`src/rtl/ledd_pkg.sv`:
```
// Shared constants and types for the LED sink driver and its controller.
package ledd_pkg;
	// Channel count and the width of one device's shift register.
	localparam int CH = 16;
	// System clock period and documented times.
	localparam int CLK_NS     = 100;
	localparam int STEP_NS    = 20;
	localparam int OEN_MIN_NS = 2000;
	// Least enable time for the low-current test, rounded up.
	localparam int OEN_CYC  = (OEN_MIN_NS + CLK_NS - 1) / CLK_NS;
	// Latency of a two-flop synchroniser.
	localparam int SYNC_LAT = 2;
	// Turn-on delay counter width and its ceiling in cycles.
	localparam int DLY_W   = 4;
	localparam int DLY_MAX = ((CH - 1) * STEP_NS + CLK_NS - 1) / CLK_NS;
	// Pulse counts decoded while the load strobe is high.
	localparam logic [2:0] PULSE_NONE  = 3'h0;
	localparam logic [2:0] PULSE_OPEN  = 3'h1;
	localparam logic [2:0] PULSE_SHORT = 3'h2;
	localparam logic [2:0] PULSE_LCD   = 3'h3;
	localparam logic [2:0] PULSE_MAX   = 3'h7;
	// Pattern and report values.
	localparam logic [CH-1:0] ALL_ONES = 16'hFFFF;
	localparam int            TEMP_BIT = 0;
	// Controller register map (byte offsets) and fields.
	localparam int         ADDR_W     = 4;
	localparam logic [3:0] REG_CTRL   = 4'h0;
	localparam logic [3:0] REG_DATA   = 4'h4;
	localparam logic [3:0] REG_STATUS = 4'h8;
	localparam logic [3:0] REG_RX     = 4'hC;
	localparam int         CTRL_SKIP  = 3;
	localparam int         STAT_BUSY  = 0;
	localparam logic [1:0] RESP_OKAY  = 2'h0;
	// Turn-on delay of channel i in whole cycles, rounded up.
	function automatic int dly_cyc(input int i);
		dly_cyc = (i * STEP_NS + CLK_NS - 1) / CLK_NS;
	endfunction
	typedef enum logic [1:0] {REP_TEMP, REP_OPEN, REP_SHORT} ledd_rep_t;
	typedef enum logic [1:0] {LC_OFF, LC_ARMED, LC_TEST, LC_HOLD} ledd_lc_t;
	typedef enum logic [2:0] {
		C_IDLE, C_SHIFT, C_LDH, C_PULSE, C_LDL, C_OEN, C_GAP
	} ledd_cst_t;
endpackage

```
`src/rtl/ledd_if.sv`:
```
// Serial chain pins shared by the driver and its controller.
`timescale 1ns/1ps
interface ledd_if;
	logic serial_clk;
	logic serial_in_pin;
	logic serial_out_pin;
	logic load_strobe;
	logic output_enable_low;
	modport dev (
		input  serial_clk,
		input  serial_in_pin,
		input  load_strobe,
		input  output_enable_low,
		output serial_out_pin
	);
	modport ctrl (
		output serial_clk,
		output serial_in_pin,
		output load_strobe,
		output output_enable_low,
		input  serial_out_pin
	);
endinterface

```
`src/rtl/ledd_ctrl.sv`:
```
// Display controller: AXI4-Lite registers driving the serial chain.
`timescale 1ns/1ps
module ledd_ctrl #(
	parameter int CHAIN = 1, // Devices in the chain.
	parameter int HALF  = 4  // Serial clock half period in cycles.
) (
	input  wire logic                        aclk,    // Clock.
	input  wire logic                        aresetn, // Reset, low.
	input  wire logic                        ce,      // Clock enable.
	input  wire logic [ledd_pkg::ADDR_W-1:0] awaddr,  // Write address.
	input  wire logic                        awvalid, // Address valid.
	output logic                             awready, // Address ready.
	input  wire logic [31:0]                 wdata,   // Write data.
	input  wire logic [3:0]                  wstrb,   // Byte strobes.
	input  wire logic                        wvalid,  // Data valid.
	output logic                             wready,  // Data ready.
	output logic      [1:0]                  bresp,   // Write response.
	output logic                             bvalid,  // Response valid.
	input  wire logic                        bready,  // Response ready.
	input  wire logic [ledd_pkg::ADDR_W-1:0] araddr,  // Read address.
	input  wire logic                        arvalid, // Address valid.
	output logic                             arready, // Address ready.
	output logic      [31:0]                 rdata,   // Read data.
	output logic      [1:0]                  rresp,   // Read response.
	output logic                             rvalid,  // Read valid.
	input  wire logic                        rready,  // Read ready.
	ledd_if.ctrl                             link     // Chain pins.
);
	import ledd_pkg::*;

	localparam int BITS = CH * CHAIN;
	localparam int BW   = $clog2(BITS + 1);
	localparam logic [BW-1:0] LAST_BIT = BW'(BITS - 1);
	localparam logic [7:0] HALF_END  = 8'(HALF - 1);
	localparam logic [7:0] PHASE_END = 8'(2 * HALF - 1);
	localparam logic [7:0] OEN_END   = 8'(OEN_CYC + SYNC_LAT - 1);

	// The return path needs two sync flops plus the far end's latency.
	if (CHAIN < 1 || HALF < 3 || 2 * HALF > 255)
		$error("ledd_ctrl: CHAIN or HALF out of range");

	// ------------------------------------------------------------
	// AXI4-Lite slave and registers
	// ------------------------------------------------------------
	logic          awg_q, awg_d, wg_q, wg_d;
	logic [3:0]    adr_q, adr_d;
	logic [31:0]   wd_q, wd_d;
	logic [3:0]    ws_q, ws_d;
	logic          awr_q, awr_d, wr_q, wr_d, bv_q, bv_d;
	logic          arr_q, arr_d, rv_q, rv_d;
	logic [31:0]   rd_q, rd_d;
	logic [CH-1:0] data_q, data_d;
	logic [3:0]    ctl_q, ctl_d;
	logic [CH-1:0] rx_q;
	ledd_cst_t     st_q;
	logic          wr;
	logic          go;
	assign wr = awg_q & wg_q & ~bv_q;
	assign go = wr & (adr_q == REG_CTRL) & ws_q[0] & (st_q == C_IDLE);

	// Address and data are taken in either order; the write acts once.
	always_comb begin
		awg_d  = awg_q | (awvalid & awr_q);
		wg_d   = wg_q | (wvalid & wr_q);
		adr_d  = (awvalid & awr_q) ? awaddr : adr_q;
		wd_d   = (wvalid & wr_q) ? wdata : wd_q;
		ws_d   = (wvalid & wr_q) ? wstrb : ws_q;
		bv_d   = bv_q & ~bready;
		data_d = data_q;
		ctl_d  = ctl_q;
		if (wr) begin
			awg_d = 1'b0;
			wg_d  = 1'b0;
			bv_d  = 1'b1;
			if (adr_q == REG_DATA && ws_q[0])
				data_d[7:0] = wd_q[7:0];
			if (adr_q == REG_DATA && ws_q[1])
				data_d[15:8] = wd_q[15:8];
			if (go)
				ctl_d = wd_q[3:0];
		end
		awr_d = ~awg_d & ~bv_d;
		wr_d  = ~wg_d & ~bv_d;
		rv_d  = rv_q & ~rready;
		rd_d  = rd_q;
		if (arvalid && arr_q) begin
			rv_d = 1'b1;
			case (araddr)
				REG_CTRL:   rd_d = {28'h0000000, ctl_q};
				REG_DATA:   rd_d = {16'h0000, data_q};
				REG_STATUS: rd_d = {31'h00000000, st_q != C_IDLE};
				REG_RX:     rd_d = {16'h0000, rx_q};
				default:    rd_d = 32'h00000000;
			endcase
		end
		arr_d = ~rv_d;
	end

	// Registers of the bus slave.
	always_ff @(posedge aclk) begin
		if (!aresetn) begin
			awg_q  <= 1'b0;
			wg_q   <= 1'b0;
			adr_q  <= '0;
			wd_q   <= '0;
			ws_q   <= '0;
			awr_q  <= 1'b0;
			wr_q   <= 1'b0;
			bv_q   <= 1'b0;
			arr_q  <= 1'b0;
			rv_q   <= 1'b0;
			rd_q   <= '0;
			data_q <= '0;
			ctl_q  <= '0;
		end else if (ce) begin
			awg_q  <= awg_d;
			wg_q   <= wg_d;
			adr_q  <= adr_d;
			wd_q   <= wd_d;
			ws_q   <= ws_d;
			awr_q  <= awr_d;
			wr_q   <= wr_d;
			bv_q   <= bv_d;
			arr_q  <= arr_d;
			rv_q   <= rv_d;
			rd_q   <= rd_d;
			data_q <= data_d;
			ctl_q  <= ctl_d;
		end
	end

	assign awready = awr_q;
	assign wready  = wr_q;
	assign bvalid  = bv_q;
	assign bresp   = RESP_OKAY;
	assign arready = arr_q;
	assign rvalid  = rv_q;
	assign rdata   = rd_q;
	assign rresp   = RESP_OKAY;

	// ------------------------------------------------------------
	// Serial sequencer
	// ------------------------------------------------------------
	ledd_cst_t     st_d;
	logic [7:0]    tmr_q, tmr_d;
	logic [BW-1:0] bit_q, bit_d;
	logic [2:0]    pc_q, pc_d;
	logic [CH-1:0] tx_q, tx_d;
	logic [CH-1:0] rx_d;
	logic          sclk_q, sclk_d, sdi_q, sdi_d, ld_q, ld_d, oen_q, oen_d;
	logic          so1_q, so2_q;

	// One transfer: shift, strobe with pulses, then an enable window.
	always_comb begin
		st_d   = st_q;
		tmr_d  = tmr_q + 8'h01;
		bit_d  = bit_q;
		pc_d   = pc_q;
		tx_d   = tx_q;
		rx_d   = rx_q;
		sclk_d = sclk_q;
		sdi_d  = sdi_q;
		ld_d   = ld_q;
		oen_d  = oen_q;
		case (st_q)
			C_IDLE: begin
				tmr_d = 8'h00;
				if (go) begin
					st_d  = wd_q[CTRL_SKIP] ? C_LDH : C_SHIFT;
					ld_d  = wd_q[CTRL_SKIP];
					bit_d = '0;
					tx_d  = data_q;
					sdi_d = data_q[0];
				end
			end
			C_SHIFT: begin
				if (tmr_q == HALF_END) begin
					tmr_d  = 8'h00;
					sclk_d = ~sclk_q;
					if (!sclk_q) begin
						rx_d = {so2_q, rx_q[CH-1:1]};
					end else if (bit_q == LAST_BIT) begin
						st_d = C_LDH;
						ld_d = 1'b1;
					end else begin
						bit_d = bit_q + 1'b1;
						tx_d  = {tx_q[0], tx_q[CH-1:1]};
						sdi_d = tx_q[1];
					end
				end
			end
			C_LDH: begin
				if (tmr_q == PHASE_END) begin
					tmr_d = 8'h00;
					pc_d  = PULSE_NONE;
					st_d  = (ctl_q[2:0] == PULSE_NONE) ? C_LDL : C_PULSE;
					ld_d  = (ctl_q[2:0] != PULSE_NONE);
				end
			end
			C_PULSE: begin
				if (tmr_q == HALF_END) begin
					tmr_d  = 8'h00;
					sclk_d = ~sclk_q;
					if (sclk_q) begin
						pc_d = pc_q + 3'h1;
						if (pc_d == ctl_q[2:0]) begin
							st_d = C_LDL;
							ld_d = 1'b0;
						end
					end
				end
			end
			C_LDL: begin
				if (tmr_q == PHASE_END) begin
					tmr_d = 8'h00;
					st_d  = C_OEN;
					oen_d = 1'b0;
				end
			end
			C_OEN: begin
				if (tmr_q == OEN_END) begin
					tmr_d = 8'h00;
					st_d  = C_GAP;
					oen_d = 1'b1;
				end
			end
			C_GAP: begin
				if (tmr_q == PHASE_END)
					st_d = C_IDLE;
			end
			default: st_d = C_IDLE;
		endcase
	end

	// Registers of the sequencer, pins and the return synchroniser.
	always_ff @(posedge aclk) begin
		if (!aresetn) begin
			st_q   <= C_IDLE;
			tmr_q  <= '0;
			bit_q  <= '0;
			pc_q   <= '0;
			tx_q   <= '0;
			rx_q   <= '0;
			sclk_q <= 1'b0;
			sdi_q  <= 1'b0;
			ld_q   <= 1'b0;
			oen_q  <= 1'b1;
			so1_q  <= 1'b0;
			so2_q  <= 1'b0;
		end else if (ce) begin
			st_q   <= st_d;
			tmr_q  <= tmr_d;
			bit_q  <= bit_d;
			pc_q   <= pc_d;
			tx_q   <= tx_d;
			rx_q   <= rx_d;
			sclk_q <= sclk_d;
			sdi_q  <= sdi_d;
			ld_q   <= ld_d;
			oen_q  <= oen_d;
			so1_q  <= link.serial_out_pin;
			so2_q  <= so1_q;
		end
	end

	assign link.serial_clk        = sclk_q;
	assign link.serial_in_pin     = sdi_q;
	assign link.load_strobe       = ld_q;
	assign link.output_enable_low = oen_q;
endmodule

```
`src/flat_wrapper.sv`:
```
// flat-port wrapper written by rule: the top's interface ports become plain ports
module ledd_ctrl_flat import ledd_pkg::*;
#(
	parameter int CHAIN = 1,                         
	parameter int HALF  = 4                                        
)
  (aclk, aresetn, ce, awaddr, awvalid, awready, wdata, wstrb, wvalid, wready, bresp, bvalid, bready, araddr, arvalid, arready, rdata, rresp, rvalid, rready, link_serial_clk, link_serial_in_pin, link_load_strobe, link_output_enable_low, link_serial_out_pin);
  ledd_if link_i ();
  input  wire logic aclk;
  input  wire logic aresetn;
  input  wire logic ce;
  input  wire logic [ledd_pkg::ADDR_W-1:0] awaddr;
  input  wire logic awvalid;
  output logic awready;
  input  wire logic [31:0] wdata;
  input  wire logic [3:0] wstrb;
  input  wire logic wvalid;
  output logic wready;
  output logic      [1:0] bresp;
  output logic bvalid;
  input  wire logic bready;
  input  wire logic [ledd_pkg::ADDR_W-1:0] araddr;
  input  wire logic arvalid;
  output logic arready;
  output logic      [31:0] rdata;
  output logic      [1:0] rresp;
  output logic rvalid;
  input  wire logic rready;
  output wire logic [$bits(link_i.serial_clk)-1:0] link_serial_clk;
  output wire logic [$bits(link_i.serial_in_pin)-1:0] link_serial_in_pin;
  output wire logic [$bits(link_i.load_strobe)-1:0] link_load_strobe;
  output wire logic [$bits(link_i.output_enable_low)-1:0] link_output_enable_low;
  input wire logic [$bits(link_i.serial_out_pin)-1:0] link_serial_out_pin;
  assign link_serial_clk = link_i.serial_clk;
  assign link_serial_in_pin = link_i.serial_in_pin;
  assign link_load_strobe = link_i.load_strobe;
  assign link_output_enable_low = link_i.output_enable_low;
  assign link_i.serial_out_pin = link_serial_out_pin;
  ledd_ctrl #(.CHAIN(CHAIN), .HALF(HALF)) u_core (.aclk(aclk), .aresetn(aresetn), .ce(ce), .awaddr(awaddr), .awvalid(awvalid), .awready(awready), .wdata(wdata), .wstrb(wstrb), .wvalid(wvalid), .wready(wready), .bresp(bresp), .bvalid(bvalid), .bready(bready), .araddr(araddr), .arvalid(arvalid), .arready(arready), .rdata(rdata), .rresp(rresp), .rvalid(rvalid), .rready(rready), .link(link_i));
endmodule
```
`config.mk`:
```
export PLATFORM = sky130hd
export DESIGN_NAME = ledd_ctrl_flat
export DESIGN_NICKNAME = d
export VERILOG_FILES = /design/src/rtl/ledd_pkg.sv /design/src/rtl/ledd_if.sv /design/src/rtl/ledd_ctrl.sv /design/src/flat_wrapper.sv
export SDC_FILE = /design/constraint.sdc
export NUM_CORES = 1
export LEC_CHECK = 0
export BUFFER_PORTS_ARGS = -buffer_cell sky130_fd_sc_hd__clkbuf_2
export CORE_ASPECT_RATIO = 1.75
export CORE_MARGIN = 1
export CORE_UTILIZATION = 61
export DETAILED_ROUTE_END_ITERATION = 8
export GPL_TIMING_DRIVEN = 0
export PLACE_DENSITY = 0.86
export SYNTH_ARGS = -nofsm -noshare
export SYNTH_HDL_FRONTEND = slang
export SYNTH_SLANG_ARGS = --single-unit
```
`constraint.sdc`:
```
create_clock -name aclk -period 3.2 [get_ports aclk]
set_input_delay 0.32 -clock aclk [delete_from_list [all_inputs] [get_ports aclk]]
set_output_delay 0.32 -clock aclk [all_outputs]
set_load 0.005 [all_outputs]
```
==> results.sh, run 1 <==
export IMPL_status="completed"
export IMPL_placed_cells=851
export IMPL_tightest_slew_ps=774.1
export IMPL_synth_largest_area_cell="dfxtp_1"
export IMPL_numCtsBuffers=17
export IMPL_wl_mm=13.75
export IMPL_antenna_found_initial=0
export IMPL_dp_hpwl_mm=10.13
export IMPL_yosysSeqAreaShare=0.4210
export IMPL_cts_tree="built"
export IMPL_cp_start_kind="register"
export IMPL_dieArea_sq_mm=0.009841
export IMPL_grt_pass1_wl_mm=21.97
export IMPL_async_flop_share=0
export IMPL_fp_row_count=46
export IMPL_clk_latency_ps=420
export IMPL_synth_ff_type="dfxtp_1"
export IMPL_synth_edf_count=0
export IMPL_postCtsSetupBuffers=0
export IMPL_max_freq_mhz=396.5
export IMPL_grt_max_degree=17
export IMPL_ios=98
export IMPL_critical_path_class="reg2reg"
export IMPL_routedWlPerCell_um=15.57
export IMPL_cp_buffers_inverters=2
export IMPL_via_count=4930
export IMPL_finalCritPeriodShare=0.7881
export IMPL_grt_overflow_total=0
export IMPL_diodes=0
export IMPL_synth_top_area_share=0.4210
export IMPL_track_usage=0.2989
export IMPL_post_cts_resized=0
export IMPL_die_x_um=75.42
export IMPL_area_growth_pct=19.72
export IMPL_cp_cell_sequence="ha_1, or3b_2, o31ai_4, and3b_1, buf_6, buf_8, nand3_2, o211a_1"
export IMPL_synth_warnings=0
export IMPL_clock_skew_ps=6.051
export IMPL_synth_seq_cells=121
export IMPL_power_leakage_nw=2.956
export IMPL_rsz0062_at_grt="false"
export IMPL_stdcell_count=883
export IMPL_drtIter0Drc=250
export IMPL_synth_area_per_cell_sq_um=8.758
export IMPL_p_per_area_mw_per_mm2=542.9
export IMPL_synthesis_area_sq_mm=0.005754
export IMPL_setup_tns_final_ps=0
export IMPL_fp_dieH_um=130.5
export IMPL_drive_above_1_share=0.1756
export IMPL_cts_hold_fix_buffers=0
export IMPL_maxSlewViolCount=0
export IMPL_synth_common_cells="121 x dfxtp_1, 121 x nand2_1, 40 x nor2b_1"
export IMPL_clock_sinks=121
export IMPL_viasPerCell=5.583
export IMPL_portBuffers=55
export IMPL_drv_cap=0
export IMPL_slew_limit_headroom=0.4820
export IMPL_end_kind="register"
export IMPL_grt_pass1_vias=4839
export IMPL_drc=0
export IMPL_worstPathMaxFanout=10
export IMPL_ant_nets=0
export IMPL_root_buffer="clkbuf_16"
export IMPL_peakVddDrop_v=0.0005216
export IMPL_hp_class="in2reg"
export IMPL_start_util=0.6328
export IMPL_cts_max_level=4
export IMPL_setup_violations=0
export IMPL_worst_path_max_delay_cell="or3b_2"
export IMPL_cp_arrival_ps=2830
export IMPL_core_area_sq_mm=0.009094
export IMPL_synth_cell_types=59
export IMPL_slowest_delay_ps=530
export IMPL_hold_viol=0
export IMPL_final_nets=808
export IMPL_synth_cells=657
export IMPL_cts_clk_slew_worst_paths_ps=60
export IMPL_drt_first_pass_iters=5
export IMPL_crit_family="simple AND/OR/NAND/NOR gates"
export IMPL_synth_top_cells_by_area="dfxtp_1 42%, nand2_1 7.9%, mux2i_1 6.8%, a21boi_0 5.1%, nor2b_1 4.3%"
export IMPL_clockBufferDepth=2
export IMPL_gp_congestion=0.9213
export IMPL_min_period_ps=2522
export IMPL_critPathRequiredTime_ps=3510
==> report_power, final <==
part | leakage, nW | switching [mW] | internal [mW]
Sequential | 0.977 | 0.0114 | 1.52
Combinational | 1.67 | 0.0826 | 0.0682
Clock | 0.309 | 0.693 | 1.36
==> cell usage in the layout (no fill, tap or decap), types with 5 or more instances in the layout <==
cell type    n
nand2_1    121
dfxtp_1    121
clkbuf_2    55
nor2b_1     40
mux2i_1     39
a21boi_0    39
o21ai_0     36
clkbuf_1    32
nor2_1      23
buf_4       21
conb_1      20
nand3_1     19
a22oi_1     17
clkbuf_16   17
o211a_1     16
and2_1      15
nand3_2     10
nor3_1       8
xor2_1       8
inv_1        7
a21oi_1      6
and3_1       5
buf_2        5
ha_1         5
==> path summary, 6_finish.rpt <==
path              cells past startpoint                      end                     from  slack (ps)
hold / removal                        3           u_core.wd_q[7]                 wdata[7]         130
setup / recovery                      8           u_core.tx_q[0]          u_core.tmr_q[0]         680
hold reg to reg                       2  u_core.link.load_strobe  u_core.link.load_strobe         460
setup reg to reg                      8           u_core.tx_q[0]          u_core.tmr_q[0]         680
==> layout make-up <==
type / count / area, sq um
multi-input cells: 484 / 3033
flip-flops and latches: 121 / 2422
fillers: 675 / 2205
clock buffers: 21 / 470.5
plain buffers: 63 / 340.3
repair buffers: 55 / 275.3
clock inverters: 11 / 167.7
well taps: 120 / 150.1
inverters: 8 / 30.03
==> sequential cells by signal (all words and copies together), names as in the netlist, 2 cells and up <==
register       count
u_core.data_q     16
u_core.tmr_q       8
u_core.ws_q        2
u_core.ctl_q       4
u_core.bit_q       5
u_core.tx_q       16
u_core.adr_q       4
u_core.st_q        3
u_core.rx_q       16
u_core.wd_q       16
u_core.pc_q        3
u_core.rdata      16
==> logic make-up after synthesis <==
family                   synth area share
AO/OA/AOI/OAI                      0.1696
XOR/XNOR                          0.01826
adder cells (fa/ha/maj)           0.01087
buffers and inverters             0.06436
flip-flops                         0.4210
multiplexers                      0.07175
other                           0.0006517
AND/OR/NAND/NOR                    0.2435
==> tightest hold or removal path, cell delays in order <==
cell,delay (ps)
clkbuf_2,80
nand2_1,40
a21boi_0,60
==> metal layers <==
metal / vias to the layer above / part of all wire / global-route usage
li1: 2415 / - / -
met1: 2299 / 0.39 / 0.3063
met2: 167 / 0.52 / 0.5284
met3: 49 / 0.046 / 0.07285
met4: 0 / 0.045 / 0.1863
met5: - / 0 / 0
==> through the flow <==
stage / hold WS, ps / cell area, sq um / power (mW) / util / worst slack [ps]
final: 131.1 / 6889 / 3.740 / 0.7576 / 678.0
after global routing: 136.8 / 6889 / 3.836 / 0.7576 / 606.4
after CTS: 126.1 / 6889 / 3.735 / 0.7576 / 700.8
after detailed placement: 457.6 / 6251 / 1.714 / 0.6874 / 732.8
after global placement: 446.1 / 6251 / 1.710 / 0.6874 / 743.4
after floorplan: 431.6 / 5826 / 1.661 / - / 1028
No activity file was read; power rests on OpenSTA's default activity.
==> run 2: changes to the inputs <==
--- a/config.mk
+++ b/config.mk
@@ -8,10 +8,10 @@
 export BUFFER_PORTS_ARGS = -buffer_cell sky130_fd_sc_hd__clkbuf_2
 export CORE_ASPECT_RATIO = 1.75
 export CORE_MARGIN = 1
-export CORE_UTILIZATION = 61
+export CORE_UTILIZATION = 51
 export DETAILED_ROUTE_END_ITERATION = 8
 export GPL_TIMING_DRIVEN = 0
-export PLACE_DENSITY = 0.86
+export PLACE_DENSITY = 0.76
 export SYNTH_ARGS = -nofsm -noshare
 export SYNTH_HDL_FRONTEND = slang
 export SYNTH_SLANG_ARGS = --single-unit
==> constraint.sdc (replaced) <==
create_clock -name aclk -period 2.07 [get_ports aclk]
set_input_delay 0.207 -clock aclk [delete_from_list [all_inputs] [get_ports aclk]]
set_output_delay 0.207 -clock aclk [all_outputs]
set_load 0.005 [all_outputs]
==> results.sh, run 2 (same netlist as run 1, synthesis figures left out) <==
export IMPL_status="completed"
export IMPL_drtIter0Drc=278
export IMPL_p_per_area_mw_per_mm2=776.0
export IMPL_drc=0
export IMPL_antenna_found_initial=0
export IMPL_tightest_slew_ps=597.6
export IMPL_area_growth_pct=24.68
export IMPL_holdWs_ps=16.47
export IMPL_drt_first_pass_iters=4
export IMPL_slew_limit_headroom=0.6016
export IMPL_cp_start_kind="register"
export IMPL_finalCritPeriodShare=0.9967
export IMPL_reg2reg_from="u_core.tmr_q[1]"
export IMPL_max_freq_mhz=484.7
export IMPL_peakVddDrop_v=0.0007117
export IMPL_worstRegToRegCells=8
export IMPL_cts_tree="built"
export IMPL_stdcell_count=909
export IMPL_dp_hpwl_mm=10.44
export IMPL_diodes=0
export IMPL_clock_skew_ps=7.057
export IMPL_cp_arrival_ps=2370
export IMPL_via_count=4895
export IMPL_fp_row_count=51
export IMPL_routedWlPerCell_um=15.53
export IMPL_die_x_um=82.30
export IMPL_clockBufferDepth=2
export IMPL_ios=98
export IMPL_critical_path_class="reg2reg"
export IMPL_track_usage=0.2551
export IMPL_maxSlewViolCount=0
export IMPL_root_buffer="clkbuf_16"
export IMPL_drv_cap=0
export IMPL_grt_pass1_vias=4752
export IMPL_fp_dieH_um=142.5
export IMPL_ant_nets=0
export IMPL_drive_above_1_share=0.2265
export IMPL_cts_clk_slew_worst_paths_ps=60
export IMPL_clock_sinks=121
export IMPL_rr_endpoint="u_core.bit_q[4]"
export IMPL_hold_viol=0
export IMPL_post_route_util=0.6499
export IMPL_critPathRequiredTime_ps=2380
export IMPL_startpoint="u_core.tmr_q[1]"
export IMPL_cts_hold_fix_buffers=0
export IMPL_hp_class="in2reg"
export IMPL_min_period_ps=2063
export IMPL_grt_max_degree=17
export IMPL_power_leakage_nw=3.044
export IMPL_wl_mm=14.11
export IMPL_final_cell_mix="121 x nand2_1, 114 x dfxtp_1, 57 x clkbuf_2"
export IMPL_core_area_sq_mm=0.01104
export IMPL_setup_violations=0
export IMPL_nFillCells=904
export IMPL_portBuffers=55
export IMPL_gp_congestion=0.9117
export IMPL_dieArea_sq_mm=0.01173
export IMPL_start_util=0.5213
export IMPL_layout_commonest_cell="nand2_1"
export IMPL_power_total_mw=5.568
export IMPL_cts_max_level=4
export IMPL_placed_cells=863
export IMPL_final_nets=822
export IMPL_grt_pass1_wl_mm=22.49
export IMPL_grt_overflow_total=0
export IMPL_end_kind="register"
export IMPL_clk_latency_ps=420
export IMPL_rsz0062_at_grt="true"
export IMPL_numCtsBuffers=17
export IMPL_worstSetupEndpoint="u_core.bit_q[4]"
export IMPL_worstPathMaxFanout=8
export IMPL_r2r_slack_ps=7
export IMPL_viasPerCell=5.385
-- run 2: changes by cell type in the layout (fill, tap and decap cells not counted), moves of 3 or more --
| cell | before | now |
|---|---|---|
| buf_2 | 5 | 1 |
| dfxtp_1 | 121 | 114 |
| clkbuf_1 | 32 | 28 |
| dfxtp_2 | 0 | 5 |
| nand3_1 | 19 | 16 |
| clkinvlp_4 | 2 | 5 |
| ha_1 | 5 | 2 |
| buf_4 | 21 | 34 |
| buf_6 | 1 | 5 |
-- run 2: per-layer routing --
layer  GRT usage  share of wire  vias to the layer above
li1            -              -                     2445
met1      0.2728           0.39                     2290
met2      0.4541           0.54                      123
met3     0.04936          0.040                       37
met4      0.1376          0.035                        0
met5           0              0                        -
-- run 2: through the flow --
step	setup slack [ps]	area [sq um]	setup TNS (ps)
6_report	6.820	7174	0
5_1_grt	-85.17	7174	-343.4
4_1_cts	-53.17	7049	-416.4
3_5_place_dp	-243.8	6281	-6779
3_3_place_gp	-206.8	6281	-5209
2_1_floorplan	29.68	5841	0
-- run 2: repair_timing --
action                                  in CTS  in global routing
hold endpoints to repair                     0                  0
endpoints found under the setup margin      38                 42
pin swaps                                    7                  6
cloned                                       1                  0
setup buffers                               10                  6
resized for setup                           22                 25
-- run 2: critical path, cell delays in order, from the launching register on --
cell and delay (ps):
dfxtp_4 370, ha_4 130, or3b_4 400, o31ai_4 280, and3b_2 280, buf_12 150
buf_6 100, mux2i_1 170, nor2b_1 60
-- run 2: final cells by class --
class                      instances  area, sq um  area share
timing repair buffer              72        434.2     0.06052
buffer                            60        359.1     0.05005
sequential                       121         2436      0.3396
multi-input combinational        484         3144      0.4383
tap                              132        165.2     0.02302
clock buffer                      22        484.2     0.06749
clock inverter                    10        117.6     0.01639
inverter                           8        33.78    0.004709
-- run 2: how the worst min path moves through the flow --
stage                             from  cells after the start                 endpoint  slack [ps]
2_1_floorplan                 wdata[0]                      2           u_core.wd_q[0]         350
3_3_place_gp                 wdata[10]                      3          u_core.wd_q[10]         450
3_5_place_dp   u_core.link.load_strobe                      2  u_core.link.load_strobe         450
4_1_cts                       wdata[8]                      3           u_core.wd_q[8]          10
5_1_grt                       wdata[8]                      3           u_core.wd_q[8]          20
6_report                      wdata[8]                      3           u_core.wd_q[8]          20
-- run 2: power by group --
group          internal (mW)  switching [mW]
Combinational          0.108           0.131
Clock                   1.90            1.06
Sequential              2.35          0.0172
